[config.mk]
export PLATFORM = sky130hd
export DESIGN_NAME = csr_core_regs
export DESIGN_NICKNAME = d
export VERILOG_FILES = /design/src/hw/csr_pkg.sv /design/src/hw/csr_flag_if.sv /design/src/hw/csr_core_regs.sv /design/src/hw/csr_flag_unit.sv
export SDC_FILE = /design/constraint.sdc
export NUM_CORES = 1
export LEC_CHECK = 0
export ABC_AREA = 1
export BUFFER_PORTS_ARGS = -buffer_cell sky130_fd_sc_hd__buf_2
export CAP_MARGIN = 20
export CORE_MARGIN = 2
export CORE_UTILIZATION = 48
export CTS_CLUSTER_SIZE = 10
export DETAILED_ROUTE_END_ITERATION = 10
export PLACE_DENSITY_LB_ADDON = 0.05
export SETUP_SLACK_MARGIN = 0.3
export SLEW_MARGIN = 20
export SYNTH_ARGS = -nofsm -noshare
export SYNTH_HDL_FRONTEND = slang
export SYNTH_HIERARCHICAL = 1
export SYNTH_SLANG_ARGS = --single-unit
[constraint.sdc]
create_clock -name clk -period 8.25 [get_ports clk]
set_input_delay 0.4125 -clock clk [delete_from_list [all_inputs] [get_ports clk]]
set_output_delay 0.4125 -clock clk [all_outputs]
set_load 0.01 [all_outputs]
[src/hw/csr_pkg.sv]
package csr_pkg;

    // Data path width of the core.
    localparam int unsigned DW = 8;
    localparam int unsigned NIB = 4;

    // Printed special register locations inside sector 0.
    localparam logic [7:0] ADDR_IND0 = 8'h00;
    localparam logic [7:0] ADDR_PTR0 = 8'h01;
    localparam logic [7:0] ADDR_IND1 = 8'h02;
    localparam logic [7:0] ADDR_PTR1L = 8'h03;
    localparam logic [7:0] ADDR_PTR1H = 8'h04;
    localparam logic [7:0] ADDR_ACC = 8'h05;
    localparam logic [7:0] ADDR_PCL = 8'h06;
    localparam logic [7:0] ADDR_TABLE_POINTER_LOW = 8'h07;
    localparam logic [7:0] ADDR_TABLE_RESULT_HIGH = 8'h08;
    localparam logic [7:0] ADDR_TABLE_POINTER_HIGH = 8'h09;
    localparam logic [7:0] ADDR_FLAGS = 8'h0a;
    localparam logic [7:0] ADDR_PBS = 8'h0b;
    localparam logic [7:0] ADDR_IND2 = 8'h0c;
    localparam logic [7:0] ADDR_PTR2L = 8'h0d;
    localparam logic [7:0] ADDR_PTR2H = 8'h0e;
    localparam logic [7:0] ADDR_LAST = ADDR_PTR2H;

    // Field positions of the core flag register.
    localparam int unsigned FLAG_SC = 7;
    localparam int unsigned FLAG_CZ = 6;
    localparam int unsigned FLAG_TO = 5;
    localparam int unsigned FLAG_PD = 4;
    localparam int unsigned FLAG_OV = 3;
    localparam int unsigned FLAG_Z = 2;
    localparam int unsigned FLAG_HC = 1;
    localparam int unsigned FLAG_C = 0;

    // Bits that software may write in the flag register.
    localparam logic [7:0] FLAGS_SW_MASK = 8'hcf;

    // Reset values.
    localparam logic [7:0] BYTE_ZERO = 8'h00;
    localparam logic FLAG_RST = 1'b0;
    localparam logic BANK_RST = 1'b0;

    // Operation classes reported by the arithmetic unit.
    typedef enum logic [2:0] {
        CSR_OP_NONE = 3'h0,
        CSR_OP_ADD = 3'h1,
        CSR_OP_ADC = 3'h3,
        CSR_OP_SUB = 3'h2,
        CSR_OP_SBC = 3'h6,
        CSR_OP_LOGIC = 3'h7,
        CSR_OP_ROTC = 3'h5
    } csr_op_t;

endpackage

[src/hw/csr_flag_if.sv]
`timescale 1ns/1ps
interface csr_flag_if import csr_pkg::*; ();
    logic sw_wr;
    logic [DW-1:0] sw_data;
    logic alu_valid;
    csr_op_t alu_op;
    logic [DW-1:0] alu_a;
    logic [DW-1:0] alu_b;
    logic [DW-1:0] logic_result;
    logic rot_carry;
    logic watchdog_clear_instruction;
    logic sleep;
    logic wdt_to;
    logic [DW-1:0] flags;

    modport regs (
        output sw_wr, sw_data, alu_valid, alu_op, alu_a, alu_b, logic_result,
        output rot_carry, watchdog_clear_instruction, sleep, wdt_to,
        input flags
    );
    modport unit (
        input sw_wr, sw_data, alu_valid, alu_op, alu_a, alu_b, logic_result,
        input rot_carry, watchdog_clear_instruction, sleep, wdt_to,
        output flags
    );
endinterface

[src/hw/csr_core_regs.sv]
`timescale 1ns/1ps
// Notes on behaviour
// (RL1) Indirect port access goes to the memory address held in its pointer.
// (RL2) Memory pointers are real registers, read and written like ordinary data.
// (RL3) Port 0 indirect accesses always land in sector 0.
// (RL4) Ports 1 and 2 reach any sector: high pointer byte sector, low byte location.
// (RL5) Extended direct access takes a full address, upper part sector, low byte location.
// (RL6) Bank bit clear selects bank 0, set selects bank 1 for jumps and calls.
// (RL7) Upper seven bits of the bank register always read zero.
// (RL8) Writing the program counter low byte jumps within the page, adding a dummy cycle.
// (RL9) Table read fetches at table pointers; high byte to result register, low to destination.
// (RL10) Software writes never change power-down or timeout flags.
// (RL11) Power-down flag cleared by power-up and watchdog clear, set by sleep.
// (RL12) Timeout flag cleared by power-up, watchdog clear or sleep, set by timeout.
// (RL13) Carry set on add carry or subtract no-borrow; rotate through carry updates it.
// (RL14) Half carry set on low nibble carry, or no nibble borrow in subtraction.
// (RL15) Zero flag set when the result is zero, cleared otherwise.
// (RL16) Overflow set when carry into top bit differs from carry out.
// (RL17) Signed compare flag is overflow XOR result top bit.
// (RL18) Plain subtracts copy the zero flag into the chained zero flag.
// (RL19) Borrow subtracts AND the chained zero flag with the current zero result.
// (RL20) Other instructions leave the chained zero flag alone.
// (RL21) Interrupts and calls do not save the flag register automatically.
// (RL22) Register to register moves must pass through the working accumulator.
// (RL23) Indirect port locations store nothing: read zero, writes ignored.
// (RL24) Reset clears timeout, power-down and bank bit; arithmetic flags unspecified.
module csr_core_regs import csr_pkg::*; #(
    parameter int unsigned SEC_W = 1,
    parameter int unsigned TGT_W = 12,
    parameter int unsigned PW = 16
) (
    // Clock, reset and freeze.
    input wire logic clk,
    input wire logic rst,
    input wire logic ce,
    // Core data access, full data-memory address.
    input wire logic acc_rd,
    input wire logic acc_wr,
    input wire logic [SEC_W+DW-1:0] acc_addr,
    input wire logic [DW-1:0] acc_wdata,
    output logic [DW-1:0] acc_rdata,
    output logic acc_rvalid,
    // General data memory.
    output logic [SEC_W+DW-1:0] mem_addr,
    output logic mem_rd,
    output logic mem_wr,
    output logic [DW-1:0] mem_wdata,
    input wire logic [DW-1:0] mem_rdata,
    // Program flow.
    input wire logic [DW-1:0] pc_low,
    output logic pcl_load,
    output logic [DW-1:0] pcl_value,
    output logic dummy_cycle,
    input wire logic branch_req,
    input wire logic [TGT_W-1:0] branch_target,
    output logic branch_valid,
    output logic [TGT_W:0] branch_addr,
    // Table read from program memory.
    input wire logic tbl_req,
    output logic [2*DW-1:0] prog_addr,
    input wire logic [PW-1:0] prog_rdata,
    output logic [DW-1:0] tbl_low,
    output logic tbl_done,
    // Arithmetic unit report.
    input wire logic alu_valid,
    input wire csr_op_t alu_op,
    input wire logic [DW-1:0] alu_a,
    input wire logic [DW-1:0] alu_b,
    input wire logic [DW-1:0] logic_result,
    input wire logic rot_carry,
    // System events.
    input wire logic watchdog_clear_instruction_instr,
    input wire logic sleep_instr,
    input wire logic wdt_timeout,
    // Flag view.
    output logic [DW-1:0] flags
);

    localparam int unsigned AW = SEC_W + DW;
    localparam logic [SEC_W-1:0] SEC_ZERO = '0;

    csr_flag_if fl ();

    logic [DW-1:0] ptr0_q;
    logic [DW-1:0] ptr1l_q;
    logic [DW-1:0] ptr1h_q;
    logic [DW-1:0] ptr2l_q;
    logic [DW-1:0] ptr2h_q;
    logic [DW-1:0] accum_q;
    logic [DW-1:0] table_pointer_low_q;
    logic [DW-1:0] table_pointer_high_q;
    logic [DW-1:0] table_result_high_q;
    logic bank_q;
    logic [DW-1:0] rdata_q;
    logic rvalid_q;
    logic pcl_load_q;
    logic [DW-1:0] pcl_value_q;
    logic dummy_q;
    logic branch_valid_q;
    logic [TGT_W:0] branch_addr_q;
    logic [DW-1:0] tbl_low_q;
    logic tbl_done_q;

    logic [DW-1:0] req_low;
    logic req_sec0;
    logic [AW-1:0] eff_addr;
    logic [DW-1:0] eff_low;
    logic eff_is_sfr;
    logic eff_is_port;
    logic int_wr;
    logic [DW-1:0] int_rdata;

    ////////////////////////////////////////////////////////////////////////////////
    // Address resolution. A port location swaps in its pointer before decoding,
    // so a pointer aimed at another core register reaches that register too.
    always_comb begin
        req_low = acc_addr[DW-1:0];
        req_sec0 = (acc_addr[AW-1:DW] == SEC_ZERO);
        eff_addr = acc_addr; // RL5
        if (req_sec0) begin
            unique case (req_low)
                ADDR_IND0: eff_addr = {SEC_ZERO, ptr0_q}; // RL3
                ADDR_IND1: eff_addr = {ptr1h_q[SEC_W-1:0], ptr1l_q}; // RL4
                ADDR_IND2: eff_addr = {ptr2h_q[SEC_W-1:0], ptr2l_q}; // RL4
                default: eff_addr = acc_addr;
            endcase
        end
        eff_low = eff_addr[DW-1:0];
        eff_is_sfr = (eff_addr[AW-1:DW] == SEC_ZERO) && (eff_low <= ADDR_LAST);
        // A pointer that targets a port location finds no storage there.
        eff_is_port = eff_is_sfr && ((eff_low == ADDR_IND0) || (eff_low == ADDR_IND1)
            || (eff_low == ADDR_IND2)); // RL23
        int_wr = acc_wr && eff_is_sfr;
    end

    // Memory side; the address always goes out, but only accesses outside the core registers raise mem_rd or mem_wr.
    assign mem_addr = eff_addr; // RL1
    assign mem_rd = acc_rd && !eff_is_sfr; // RL1
    assign mem_wr = acc_wr && !eff_is_sfr; // RL1
    assign mem_wdata = acc_wdata;

    // Read mux of the core registers.
    always_comb begin
        int_rdata = BYTE_ZERO;
        unique case (eff_low)
            ADDR_PTR0: int_rdata = ptr0_q; // RL2
            ADDR_PTR1L: int_rdata = ptr1l_q; // RL2
            ADDR_PTR1H: int_rdata = ptr1h_q; // RL2
            ADDR_PTR2L: int_rdata = ptr2l_q; // RL2
            ADDR_PTR2H: int_rdata = ptr2h_q; // RL2
            ADDR_ACC: int_rdata = accum_q;
            ADDR_PCL: int_rdata = pc_low;
            ADDR_TABLE_POINTER_LOW: int_rdata = table_pointer_low_q;
            ADDR_TABLE_POINTER_HIGH: int_rdata = table_pointer_high_q;
            ADDR_TABLE_RESULT_HIGH: int_rdata = table_result_high_q;
            ADDR_FLAGS: int_rdata = fl.flags;
            ADDR_PBS: int_rdata = {{(DW-1){1'b0}}, bank_q}; // RL7
            default: int_rdata = BYTE_ZERO; // RL23
        endcase
    end

    ////////////////////////////////////////////////////////////////////////////////
    // Read data is registered; memory data is taken in the request cycle.
    always_ff @(posedge clk or posedge rst) begin
        if (rst) begin
            rdata_q <= BYTE_ZERO;
            rvalid_q <= 1'b0;
        end else if (ce) begin
            rvalid_q <= acc_rd;
            if (acc_rd) begin
                rdata_q <= eff_is_sfr ? int_rdata : mem_rdata; // RL1
            end
        end
    end

    // Memory pointers, each a plain writable byte.
    always_ff @(posedge clk or posedge rst) begin
        if (rst) begin
            ptr0_q <= BYTE_ZERO;
            ptr1l_q <= BYTE_ZERO;
            ptr1h_q <= BYTE_ZERO;
            ptr2l_q <= BYTE_ZERO;
            ptr2h_q <= BYTE_ZERO;
        end else if (ce && int_wr) begin
            unique case (eff_low)
                ADDR_PTR0: ptr0_q <= acc_wdata; // RL2
                ADDR_PTR1L: ptr1l_q <= acc_wdata; // RL2
                ADDR_PTR1H: ptr1h_q <= acc_wdata; // RL2
                ADDR_PTR2L: ptr2l_q <= acc_wdata; // RL2
                ADDR_PTR2H: ptr2h_q <= acc_wdata; // RL2
                default: ;
            endcase
        end
    end

    // The working accumulator; there is no path from one register to another
    // except through it, which keeps every move a read then a write.
    always_ff @(posedge clk or posedge rst) begin
        if (rst) begin
            accum_q <= BYTE_ZERO;
        end else if (ce && int_wr && eff_low == ADDR_ACC) begin
            accum_q <= acc_wdata; // RL22
        end
    end

    // Bank select holds one bit; the rest of the byte is dropped on write.
    always_ff @(posedge clk or posedge rst) begin
        if (rst) begin
            bank_q <= BANK_RST; // RL24
        end else if (ce && int_wr && eff_low == ADDR_PBS) begin
            bank_q <= acc_wdata[0]; // RL7
        end
    end

    // Branch address carries the bank bit above the in-bank target.
    always_ff @(posedge clk or posedge rst) begin
        if (rst) begin
            branch_valid_q <= 1'b0;
            branch_addr_q <= '0;
        end else if (ce) begin
            branch_valid_q <= branch_req;
            if (branch_req) begin
                branch_addr_q <= {bank_q, branch_target}; // RL6
            end
        end
    end

    // Program counter low byte load; the sequencer keeps the page bits, and the
    // prefetched word is discarded in the dummy cycle that follows.
    always_ff @(posedge clk or posedge rst) begin
        if (rst) begin
            pcl_load_q <= 1'b0;
            pcl_value_q <= BYTE_ZERO;
            dummy_q <= 1'b0;
        end else if (ce) begin
            pcl_load_q <= int_wr && (eff_low == ADDR_PCL); // RL8
            dummy_q <= pcl_load_q; // RL8
            if (int_wr && eff_low == ADDR_PCL) begin
                pcl_value_q <= acc_wdata; // RL8
            end
        end
    end

    // Table pointers; a write to the table result register is ignored.
    always_ff @(posedge clk or posedge rst) begin
        if (rst) begin
            table_pointer_low_q <= BYTE_ZERO;
            table_pointer_high_q <= BYTE_ZERO;
        end else if (ce && int_wr) begin
            if (eff_low == ADDR_TABLE_POINTER_LOW) begin
                table_pointer_low_q <= acc_wdata;
            end
            if (eff_low == ADDR_TABLE_POINTER_HIGH) begin
                table_pointer_high_q <= acc_wdata;
            end
        end
    end

    // Table read. Program memory answers in the same cycle, a limitation a
    // synchronous memory would need one extra stage to meet.
    assign prog_addr = {table_pointer_high_q, table_pointer_low_q}; // RL9
    always_ff @(posedge clk or posedge rst) begin
        if (rst) begin
            table_result_high_q <= BYTE_ZERO;
            tbl_low_q <= BYTE_ZERO;
            tbl_done_q <= 1'b0;
        end else if (ce) begin
            tbl_done_q <= tbl_req;
            if (tbl_req) begin
                table_result_high_q <= DW'(prog_rdata[PW-1:DW]); // RL9
                tbl_low_q <= prog_rdata[DW-1:0]; // RL9
            end
        end
    end

    ////////////////////////////////////////////////////////////////////////////////
    // Flag traffic. Nothing here pushes flags anywhere on a call or interrupt.
    assign fl.sw_wr = int_wr && (eff_low == ADDR_FLAGS); // RL10
    assign fl.sw_data = acc_wdata;
    assign fl.alu_valid = alu_valid;
    assign fl.alu_op = alu_op;
    assign fl.alu_a = alu_a;
    assign fl.alu_b = alu_b;
    assign fl.logic_result = logic_result;
    assign fl.rot_carry = rot_carry;
    assign fl.watchdog_clear_instruction = watchdog_clear_instruction_instr;
    assign fl.sleep = sleep_instr;
    assign fl.wdt_to = wdt_timeout;

    csr_flag_unit u_flags (
        .clk(clk),
        .rst(rst),
        .ce(ce),
        .fl(fl)
    );

    // Outputs.
    assign acc_rdata = rdata_q;
    assign acc_rvalid = rvalid_q;
    assign pcl_load = pcl_load_q;
    assign pcl_value = pcl_value_q;
    assign dummy_cycle = dummy_q;
    assign branch_valid = branch_valid_q;
    assign branch_addr = branch_addr_q;
    assign tbl_low = tbl_low_q;
    assign tbl_done = tbl_done_q;
    assign flags = fl.flags; // RL21
endmodule

[src/hw/csr_flag_unit.sv]
`timescale 1ns/1ps
module csr_flag_unit import csr_pkg::*; (
    // Clock, reset and freeze.
    input wire logic clk,
    input wire logic rst,
    input wire logic ce,
    // Flag traffic from the register file.
    csr_flag_if.unit fl
);

    localparam int unsigned SUM_W = DW + 1;

    logic [DW-1:0] arith_q;
    logic to_q;
    logic pd_q;
    logic [DW-1:0] b_eff;
    logic cin;
    logic is_sub;
    logic is_arith;
    logic [SUM_W-1:0] sum;
    logic [NIB:0] lo_sum;
    logic ovf;
    logic zero;

    ////////////////////////////////////////////////////////////////////////////////
    // Adder that sets the flags; subtraction adds the complement, so carry is no-borrow.
    always_comb begin
        is_sub = (fl.alu_op == CSR_OP_SUB) || (fl.alu_op == CSR_OP_SBC);
        is_arith = is_sub || (fl.alu_op == CSR_OP_ADD) || (fl.alu_op == CSR_OP_ADC);
        b_eff = is_sub ? ~fl.alu_b : fl.alu_b;
        unique case (fl.alu_op)
            CSR_OP_SUB: cin = 1'b1;
            CSR_OP_ADC, CSR_OP_SBC: cin = arith_q[FLAG_C];
            default: cin = 1'b0;
        endcase
        sum = SUM_W'(fl.alu_a) + SUM_W'(b_eff) + SUM_W'(cin);
        lo_sum = (NIB+1)'(fl.alu_a[NIB-1:0]) + (NIB+1)'(b_eff[NIB-1:0]) + (NIB+1)'(cin);
        // Carry into the top bit is recovered from the top bit sum.
        ovf = (fl.alu_a[DW-1] ^ b_eff[DW-1] ^ sum[DW-1]) ^ sum[DW]; // RL16
        zero = is_arith ? (sum[DW-1:0] == BYTE_ZERO) : (fl.logic_result == BYTE_ZERO);
    end

    // Arithmetic flags: an operation in the same cycle wins over a software write.
    always_ff @(posedge clk or posedge rst) begin
        if (rst) begin
            arith_q <= BYTE_ZERO; // RL24
        end else if (ce) begin
            if (fl.sw_wr) begin
                arith_q <= fl.sw_data & FLAGS_SW_MASK; // RL10
            end
            if (fl.alu_valid && is_arith) begin
                arith_q[FLAG_C] <= sum[DW]; // RL13
                arith_q[FLAG_HC] <= lo_sum[NIB]; // RL14
                arith_q[FLAG_Z] <= zero; // RL15
                arith_q[FLAG_OV] <= ovf; // RL16
                arith_q[FLAG_SC] <= ovf ^ sum[DW-1]; // RL17
                if (fl.alu_op == CSR_OP_SUB) begin
                    arith_q[FLAG_CZ] <= zero; // RL18
                end else if (fl.alu_op == CSR_OP_SBC) begin
                    arith_q[FLAG_CZ] <= arith_q[FLAG_CZ] & zero; // RL19
                end
            end else if (fl.alu_valid && fl.alu_op == CSR_OP_LOGIC) begin
                arith_q[FLAG_Z] <= zero; // RL15
            end else if (fl.alu_valid && fl.alu_op == CSR_OP_ROTC) begin
                arith_q[FLAG_C] <= fl.rot_carry; // RL13
            end
        end
    end

    // Power-down flag; sleeping is the set and wins over a watchdog clear.
    always_ff @(posedge clk or posedge rst) begin
        if (rst) begin
            pd_q <= FLAG_RST; // RL24
        end else if (ce) begin
            if (fl.sleep) begin
                pd_q <= 1'b1; // RL11
            end else if (fl.watchdog_clear_instruction) begin
                pd_q <= 1'b0; // RL11
            end
        end
    end

    // Timeout flag; a timeout in the cycle of a clear is kept.
    always_ff @(posedge clk or posedge rst) begin
        if (rst) begin
            to_q <= FLAG_RST; // RL24
        end else if (ce) begin
            if (fl.wdt_to) begin
                to_q <= 1'b1; // RL12
            end else if (fl.watchdog_clear_instruction || fl.sleep) begin
                to_q <= 1'b0; // RL12
            end
        end
    end

    // Read view; the system bits come only from their own flip-flops.
    always_comb begin
        fl.flags = arith_q;
        fl.flags[FLAG_TO] = to_q;
        fl.flags[FLAG_PD] = pd_q;
    end
endmodule

==> results of run 1 <==
-- worst paths after layout --
check / cells after the start / from / slack (ns) / endpoint
worst max-delay path: 19 / acc_addr[7] / 4.33 / u_flags/arith_q[0]
worst min-delay path: 3 / sleep_instr / 0.21 / u_flags/pd_q
worst max register to register: 14 / ptr2l_q[6] / 4.85 / u_flags/arith_q[0]
worst min register to register: 2 / branch_valid / 0.47 / branch_valid
max in group asynchronous: 4 / rst / 6.36 / ptr0_q[5]
min in group asynchronous: 3 / rst / 0.53 / u_flags/pd_q
-- power by group --
part,switching (mW),internal [mW]
clock,0.293,0.450
combinational,0.141,0.0929
sequential,0.0227,0.637
-- cell usage in the layout, fill, tap and decap left out, types with 4 or more instances in the layout --
master and count:
inv_1 54, dfrtp_1 123, nand3_1 134, inv_2 8, nand2_2 8, a21oi_1 33, nor2_2 11, xor2_1 8
nand2_1 208, o21ai_0 11, mux2_2 29, nor2_4 5, o21ai_2 6, inv_6 5, clkbuf_16 17, clkinv_4 4
nand3_4 9, ha_1 8, nor2_1 66, o21ai_1 69, nand4_1 4, buf_2 184
-- logic make-up (layout without fill, tap and decap cells) --
logic type | count (synthesis) | after routing
compound gates | 128 | 128
simple gates | 454 | 454
mux | 29 | 29
fa+ha+maj | 10 | 10
buf+inv | 100 | 282
flops | 123 | 123
xor+xnor | 9 | 9
-- state kept, by name (all words and copies together), names as in the netlist, 6 cells and up --
name                  count
branch_addr              13
acc_rdata                 8
accum_q                   8
pcl_value                 8
ptr0_q                    8
ptr1h_q                   8
ptr1l_q                   8
ptr2h_q                   8
ptr2l_q                   8
table_pointer_high_q      8
table_pointer_low_q       8
table_result_high_q       8
tbl_low                   8
u_flags/arith_q           6
-- worst register-to-register path: stages, from the launching register on --
cell and delay, ns:
dfrtp_1 0.43, nand3_1 0.11, nand3_1 0.09, a21oi_1 0.19
nand2_1 0.13, nor2_4 0.65, nand2_2 0.15, nor2_4 0.27
nand2_4 0.11, nor2_1 0.58, nor2_1 0.12, a21oi_1 0.14
a21oi_1 0.07, o21ai_0 0.15, o22ai_1 0.09
-- per-stage QoR --
stage	worst slack, ns	utilization [%]	instances
final	4.33	58.8	1219
after global routing	3.85	58.8	1219
after CTS	4.10	58.8	1219
after detailed placement	3.64	54.6	1186
after global placement	3.74	54.6	1186
after floorplan	4.79	-	853
-- area by class of cell --
type / count / area share, %
repair buffers: 187 / 11.2
inverters: 63 / 2.83
flip-flops and latches: 123 / 36.4
well taps: 184 / 2.72
multi-input cells: 630 / 39.9
clock inverters: 14 / 1.88
clock buffers: 18 / 5.08
-- timing repair --
action / 4_1_cts / 5_1_grt
hold buffers: 1 / 0
gates resized for setup: 0 / 0
endpoints found under the hold margin: 8 / 0
-- metal layers --
metal / share of wire (%) / GRT usage [%]
met1: 43 / 33.2
met2: 48 / 43.3
met3: 5.4 / 5.93
met4: 3.2 / 11.0
met5: 0 / 0
==> flow_summary.ini, run 1 <==
[outcome]
outcome = complete, no violations

[grt]
grt_max_degree = 63
overflow = 0
grt_antenna_before_repair = 0
grt_usage_pct = 26.2
grt_pass1_vias = 6211
grt_pass1_wl_mm = 32.0

[sta]
final-setup-viol-count = 0
period_minus_slack_ns = 3.92
max_slew.worst_pin.slew_ns = 0.798
fin_crit_sh_pct = 47.5
holdWs_ns = 0.205
maxSlewHeadroom_pct = 46.7
slew_viol_final = 0
rsz0062_at_grt = no
fin_setup_tns_ns = 0
fmax_mhz = 255
hold_viol = 0
finalClockSkew_ns = 0.00696

[critical_path]
worst-path-buf-inv = 2
critPathMaxStageDelay_ns = 0.62
worstSetupPathType = input pin to flip-flop
path_delay_family = simple AND/OR/NAND/NOR gates
critPathSlowestCell = nor2_4
end_kind = flip-flop
crit_path_max_fanout = 33
startpoint_type = input pin
required_ns = 8.54
crit_arrival_ns = 4.21
crit_chain = buf_2 > inv_1 > nand2_1 > nor2_2 > nand2_1 > nand3_2 > nand2_2 > o21ai_2 > nand2_1 > nor2_4 > nand2_2 > nor2_4 > nand2_4 > nor2_1 > nor2_1 > a21oi_1 > a21oi_1 > o21ai_0 > o22ai_1
crit_top_cell = nand2_1

[logic_synthesis]
ys_seq_area_share_pct = 44.2
synth_adder_area_share_pct = 2.01
synth_ff_type = dfrtp_1
synth_top_cell_by_area = dfrtp_1
synth_top_family_by_area = simple AND/OR/NAND/NOR gates
synthSimpleGateAreaFrac_pct = 30.7
synth-compound-area-share_pct = 9.83
synth-xor-area-share_pct = 1.13
synthArstFlopShare_pct = 100
ys_types = 38
synth_nets = 963
syn_area_per_cell_um2 = 8.16
synthMuxAreaShare_pct = 4.69
synth_edf_count = 0
synth-seq-cells = 123
synthTopCellsByArea = dfrtp_1 44%, nand2_1 11%, nand3_1 9.6%
syn-instance-count = 853
synth_most_common_cell = nand2_1
synth_commonest_cells = 208 x nand2_1, 134 x nand3_1, 123 x dfrtp_1, 69 x o21ai_1, 67 x nor2_1
syn-cell-area_mm2 = 0.00696
synth_warnings = 6
synth.top_cell.area_share_pct = 44.2

[detailed_routing]
wl_mm = 19.7
drc = 0
wire_per_inst_um = 16.2
drt_iter0_drc = 560
ant_nets = 0
num_vias = 6447
dr.pass1.iters = 5
routed_via_density = 5.29

[power_and_ir_drop]
finalPower_mw = 1.64
ir_worst_vdd_uv = 142
pwr_density_cell_mw_per_mm2 = 194
p_leak_nw = 4.36

[min_path]
hp-class = input pin to flip-flop

[placed_design]
hpwl_mm = 14.3
io_buffers = 184
place_area_mm2 = 0.00785
gp_congestion = 0.930

[cells_and_area]
final_nets = 1132
nFillCells = 1405
regArea_mm2 = 0.00308
stdcell_area_mm2 = 0.00845
drive_gt1_share_pct = 28.9
n_antenna_cell = 0
multi_input_area_mm2 = 0.00337
areaGrowthSynthToFinish_pct = 21.4

[cts]
cts-root-buf = clkbuf_16
cts.clk_slew.worst_paths_ns = 0.06
cts_sinks = 123
cts_buffers = 17
cts_tree = built
cts.path.max_buffers = 2
insertion_delay_ns = 0.42
cts_max_level = 4
cts_setup_buffers = 0

[floorplan]
start_util_pct = 48.5
core_area_mm2 = 0.0144
die_area_mm2 = 0.0155
pin_count = 185
die_w_um = 124
die_h_um = 124
rows = 44

[run]
maxCapViolations = 0
Note: power is estimated with default switching activity, not from simulation.
==> run 2: changes to the inputs <==
==> constraint.sdc (replaced) <==
create_clock -name clk -period 3.7 [get_ports clk]
set_input_delay 0.185 -clock clk [delete_from_list [all_inputs] [get_ports clk]]
set_output_delay 0.185 -clock clk [all_outputs]
set_load 0.01 [all_outputs]
==> run 2 against run 1 <==
Routed wire length grew 1.8%; critical path depth is the same; setup slack lost 3.6 ns; sequential share of layout area shrank 1.2 points; clock skew grew 0.00087 ns; count of clock-buffer cells in the layout is the same; die area is the same; clock power grew 110%; combinational power grew 140%; register-to-register slack lost 4.0 ns; highest routed layer unchanged.
==> flow_summary.ini, run 2 (same netlist as run 1, synthesis figures left out) <==
[run]
maxCapViolations = 0

[sta]
holdWs_ns = 0.00836
setup_ws_ns = 0.753
fin_setup_tns_ns = 0
period_minus_slack_ns = 2.95
hold_viol = 0
finalClockSkew_ns = 0.00784
fmax_mhz = 339
slew_viol_final = 0
maxSlewHeadroom_pct = 32.0
max_slew.worst_pin.slew_ns = 1.02
rsz0062_at_grt = no
final-setup-viol-count = 0
fin_crit_sh_pct = 79.6

[detailed_routing]
num_vias = 6514
drc = 0
ant_nets = 0
dr.pass1.iters = 5
drt_iter0_drc = 516
wire_per_inst_um = 16.0
routed_via_density = 5.21
wl_mm = 20.1

[grt]
grt_max_degree = 93
grtUsageMet2_pct = 44.2
grt_pass1_vias = 6258
use_met1_pct = 33.5
grt_usage_pct = 26.2
overflow = 0
grt_pass1_wl_mm = 31.9
grtUsageMet3_pct = 5.67
busiest_layer = met2
grt_antenna_before_repair = 0

[placed_design]
placedCellCount = 1188
hpwl_mm = 14.4
io_buffers = 184
gp_congestion = 0.931
dp_slack_ns = 0.329

[cts]
cts_sinks = 123
cts_setup_buffers = 0
cts.clk_slew.worst_paths_ns = 0.06
cts.path.max_buffers = 2
insertion_delay_ns = 0.42
cts-root-buf = clkbuf_16
cts_tree = built
cts_max_level = 4
cts_buffers = 17

[critical_path]
r2r_slack_ns = 0.87
crit_arrival_ns = 3.24
end_kind = flip-flop
required_ns = 3.99
crit_path_max_fanout = 12
worstSetupPathType = input pin to flip-flop
startpoint_type = input pin

[cells_and_area]
most-common-layout-cells = 208 x nand2_1, 184 x buf_2, 134 x nand3_1
finalNonFillerCells = 1250
nFillCells = 1336
final_common_cell = nand2_1
largest_register_ffs = 13
n_antenna_cell = 0
final_nets = 1163
areaGrowthSynthToFinish_pct = 25.4
drive_gt1_share_pct = 28.2

[min_path]
hp-class = input pin to flip-flop

[floorplan]
start_util_pct = 48.5
core_area_mm2 = 0.0144
pin_count = 185
rows = 44
die_h_um = 124
die_w_um = 124
die_area_mm2 = 0.0155

[power_and_ir_drop]
ir_worst_vdd_uv = 313
pwr_density_cell_mw_per_mm2 = 407
p_leak_nw = 4.48

[outcome]
outcome = complete, no violations
==> run 2: final timing paths <==
path / depth (start not counted) / endpoint / startpoint
max in group asynchronous: 4 / accum_q[5] / rst
min reg2reg: 2 / tbl_done / tbl_done
max reg2reg: 14 / u_flags/arith_q[0] / ptr2l_q[6]
max: 19 / u_flags/arith_q[0] / acc_addr[5]
min in group asynchronous: 3 / u_flags/to_q / rst
min: 2 / branch_addr[9] / branch_target[9]
==> run 2: cell type report <==
cell class / count / area [um2] / share of cell area, %
Clock buffer: 18 / 439 / 5.03
Clock inverter: 14 / 111 / 1.28
Inverter: 63 / 239 / 2.74
Multi-Input combinational cell: 630 / 3370 / 38.6
Sequential cell: 123 / 3080 / 35.3
Tap cell: 184 / 230 / 2.64
Timing Repair Buffer: 218 / 1260 / 14.5
==> run 2: through the flow <==
| stage | util (%) | instance area (um2) | power (mW) |
|---|---|---|---|
| floorplan | - | 6960 | 1.81 |
| finish | 60.7 | 8730 | 3.55 |
| detailed placement | 54.8 | 7880 | 2.02 |
| global route | 60.7 | 8730 | 3.71 |
| CTS | 60.7 | 8730 | 3.57 |
| global placement | 54.8 | 7880 | 2.02 |
==> run 2: per-layer routing <==
layer / part of all wire (%) / routed length (um)
met1: 43 / 8700
met2: 49 / 9790
met3: 5.1 / 1020
met4: 2.7 / 549
met5: 0 / 0
==> run 2: where the power goes <==
part / leakage (nW) / total [mW] / switching [mW] / internal [mW]
Sequential: 1.61 / 1.47 / 0.0489 / 1.42
Clock: 0.264 / 1.53 / 0.648 / 0.883
Combinational: 2.60 / 0.551 / 0.321 / 0.230
Total: 4.48 / 3.55 / 1.02 / 2.53
==> run 2: worst max-delay path, cell delays in order <==
cell and delay, ns:
buf_2 0.11, inv_1 0.07, nand2_1 0.05, nor2_1 0.42, nand2_1 0.13, nand3_2 0.13
nand2_2 0.15, o21ai_2 0.18, nand2_1 0.11, nor2_4 0.14, nand2_2 0.08, nor2_4 0.27
nand2_4 0.11, nor2_1 0.57, nor2_1 0.11, a21oi_1 0.14, a21oi_1 0.07, o21ai_0 0.14
o22ai_1 0.09
==> run 2: repair_timing <==
item,CTS,global route
gates resized for setup,0,0
hold buffers,30,0
hold endpoints to repair,102,0
==> run 3: changes to the inputs <==
--- a/config.mk
+++ b/config.mk
@@ -5,7 +5,7 @@
 export SDC_FILE = /design/constraint.sdc
 export NUM_CORES = 1
 export LEC_CHECK = 0
-export ABC_AREA = 1
+export ABC_AREA = 0
 export BUFFER_PORTS_ARGS = -buffer_cell sky130_fd_sc_hd__buf_2
 export CAP_MARGIN = 20
 export CORE_MARGIN = 2
==> constraint.sdc (replaced) <==
create_clock -name clk -period 2.45 [get_ports clk]
set_input_delay 0.1225 -clock clk [delete_from_list [all_inputs] [get_ports clk]]
set_output_delay 0.1225 -clock clk [all_outputs]
set_load 0.01 [all_outputs]
==> run 3 against run 2 <==
Critical endpoint is now ptr1l_q[6]; the run now ends with setup timing left; critical path type is now flip-flop to flip-flop; routed wire length up 34%; via count up 9.9%; cell area up 34%.
==> flow_summary.ini, run 3 <==
[outcome]
outcome = finished with violations
violations = setup timing

[floorplan]
rows = 44
start_util_pct = 48.8
die_h_um = 125
core_area_mm2 = 0.0144
die_w_um = 125
die_area_mm2 = 0.0156
pin_count = 185

[logic_synthesis]
synth-seq-cells = 123
synth_warnings = 6
ys_seq_area_share_pct = 43.8
ys_types = 87
synth-xor-area-share_pct = 1.25
synth_commonest_cells = 123 x dfrtp_1, 98 x mux2_2, 37 x nand2_1, 26 x nor2_1, 17 x o21ai_0
synth_adder_area_share_pct = 1.99
syn-cell-area_mm2 = 0.00703
synth-compound-area-share_pct = 18.2
synthSimpleGateAreaFrac_pct = 12.9
synth_nets = 729
synth.top_cell.area_share_pct = 43.8
synth_top_family_by_area = multiplexers
syn_area_per_cell_um2 = 11.4
synthMuxAreaShare_pct = 18.2
syn-instance-count = 619
synth_edf_count = 0
synth_most_common_cell = dfrtp_1
synth_top_cell_by_area = dfrtp_1
synthTopCellsByArea = dfrtp_1 44%, mux2_2 16%, nand2_1 2.0%
synth_ff_type = dfrtp_1
synthArstFlopShare_pct = 100

[cells_and_area]
final_common_cell = buf_2
most-common-layout-cells = 181 x buf_2, 176 x buf_4, 123 x dfrtp_1
drive_gt1_share_pct = 61.4
final_nets = 1153
nFillCells = 864
largest_register_ffs = 13
finalNonFillerCells = 1240
n_antenna_cell = 0
areaGrowthSynthToFinish_pct = 66.8

[critical_path]
crit_chain = and4b_1 > a211oi_4 > buf_6 > mux2i_4 > a21o_1 > a211oi_4 > buf_6 > buf_4 > nand3_4 > nor2_4 > buf_12 > mux2_4
required_ns = 2.76
critPathSlowestCell = dfrtp_1
critPathMaxStageDelay_ns = 0.38
crit_arrival_ns = 3.22
crit_path_max_fanout = 6
end_kind = flip-flop
worstSetupPathType = flip-flop to flip-flop
startpoint_type = flip-flop

[sta]
setup_ws_ns = -0.460
period_minus_slack_ns = 2.91
rsz0062_at_grt = yes
finalClockSkew_ns = 0.00963
final-setup-viol-count = 90
slew_viol_final = 0
hold_viol = 0
max_slew.worst_pin.slew_ns = 0.712
fmax_mhz = 344
fin_crit_sh_pct = 119
maxSlewHeadroom_pct = 52.4

[grt]
grt_antenna_before_repair = 0
overflow = 0
grt_usage_pct = 34.2
grt_pass1_wl_mm = 41.4
grt_pass1_vias = 7606
grt_max_degree = 98

[cts]
cts.clk_slew.worst_paths_ns = 0.07
cts.path.max_buffers = 2
cts_max_level = 4
cts-root-buf = clkbuf_16
cts_sinks = 123
cts_tree = built
cts_buffers = 17
insertion_delay_ns = 0.43

[detailed_routing]
drc = 0
dr.pass1.iters = 5
wl_mm = 26.9
drt_iter0_drc = 562
routed_via_density = 5.77
wire_per_inst_um = 21.7
ant_nets = 0
num_vias = 7156

[power_and_ir_drop]
pwr_density_cell_mw_per_mm2 = 516
p_leak_nw = 5.62
ir_worst_vdd_uv = 463

[placed_design]
hpwl_mm = 18.9
placedCellCount = 1122
gp_congestion = 0.939
io_buffers = 184
dp_slack_ns = -0.933

[min_path]
hp-class = input pin to flip-flop

[run]
maxCapViolations = 0
-- run 3: where the power goes --
group	leakage, nW	total, mW	switching, mW	internal (mW)
sequential	1.62	2.25	0.0935	2.16
clock	0.291	2.59	1.06	1.54
combinational	3.71	1.21	0.610	0.603
-- run 3: per-stage QoR --
stage          hold slack [ns]  area, um2  util [%]  power (mW)  setup TNS, ns
6_report                0.0243      11700      81.3        6.06         -32.43
5_1_grt                 0.0327      11700      81.3        6.29         -38.13
4_1_cts                 0.0291      11200      77.3        5.99         -23.80
3_5_place_dp             0.132       9690      67.2        3.31         -58.40
3_3_place_gp             0.121       9690      67.2        3.27         -59.47
2_1_floorplan          -0.0618       7420         -        2.80         -17.54
-- run 3: cells by family after synthesis --
logic type               Yosys count
AO/OA/AOI/OAI                    158
AND/OR/NAND/NOR                  156
flip-flops                       123
multiplexers                     111
buffers and inverters             51
XOR/XNOR                          10
adder cells (fa/ha/maj)           10
-- run 3: worst paths after layout --
check                              from           end  slack (ns)  cells after the start
min                        mem_rdata[6]  acc_rdata[6]        0.02                      4
max reg2reg                  ptr2l_q[1]    ptr1l_q[6]       -0.46                     12
min in group asynchronous           rst  u_flags/to_q        0.24                      3
max in group asynchronous           rst    ptr2l_q[6]        1.29                      4
min reg2reg                  acc_rvalid    acc_rvalid        0.48                      1
max                          ptr2l_q[1]    ptr1l_q[6]       -0.46                     12
-- run 3: layout make-up --
type	instances	area [um2]	share of cell area [%]
inverter	15	60.1	0.512
sequential	123	3080	26.2
multi-input combinational	446	4540	38.7
clock buffer	17	425	3.63
clock inverter	15	176	1.50
timing repair buffer	440	3210	27.4
tap	184	230	1.96
-- run 3: critical path, delay by kind of cell (launching register included) --
kind                   cells  cell delay, ns
multiplexers               2            0.36
AND/OR/NAND/NOR            3            0.62
flip-flops                 1            0.38
buffers and inverters      4            0.60
AO/OA/AOI/OAI              3            0.82
-- run 3: per-layer routing --
metal	vias up	track usage (%)	part of all wire [%]
li1	3210	-	-
met1	3571	41.5	40
met2	307	59.5	51
met3	68	6.08	5.2
met4	0	15.6	3.7
met5	-	0	0
-- run 3: timing repair --
item,CTS,global route
resized for setup,78,74
hold buffers,35,0
gates cloned,0,1
endpoints found under the setup margin,91,92
hold endpoints to repair,59,0
pin swaps,41,31
setup buffers,22,28
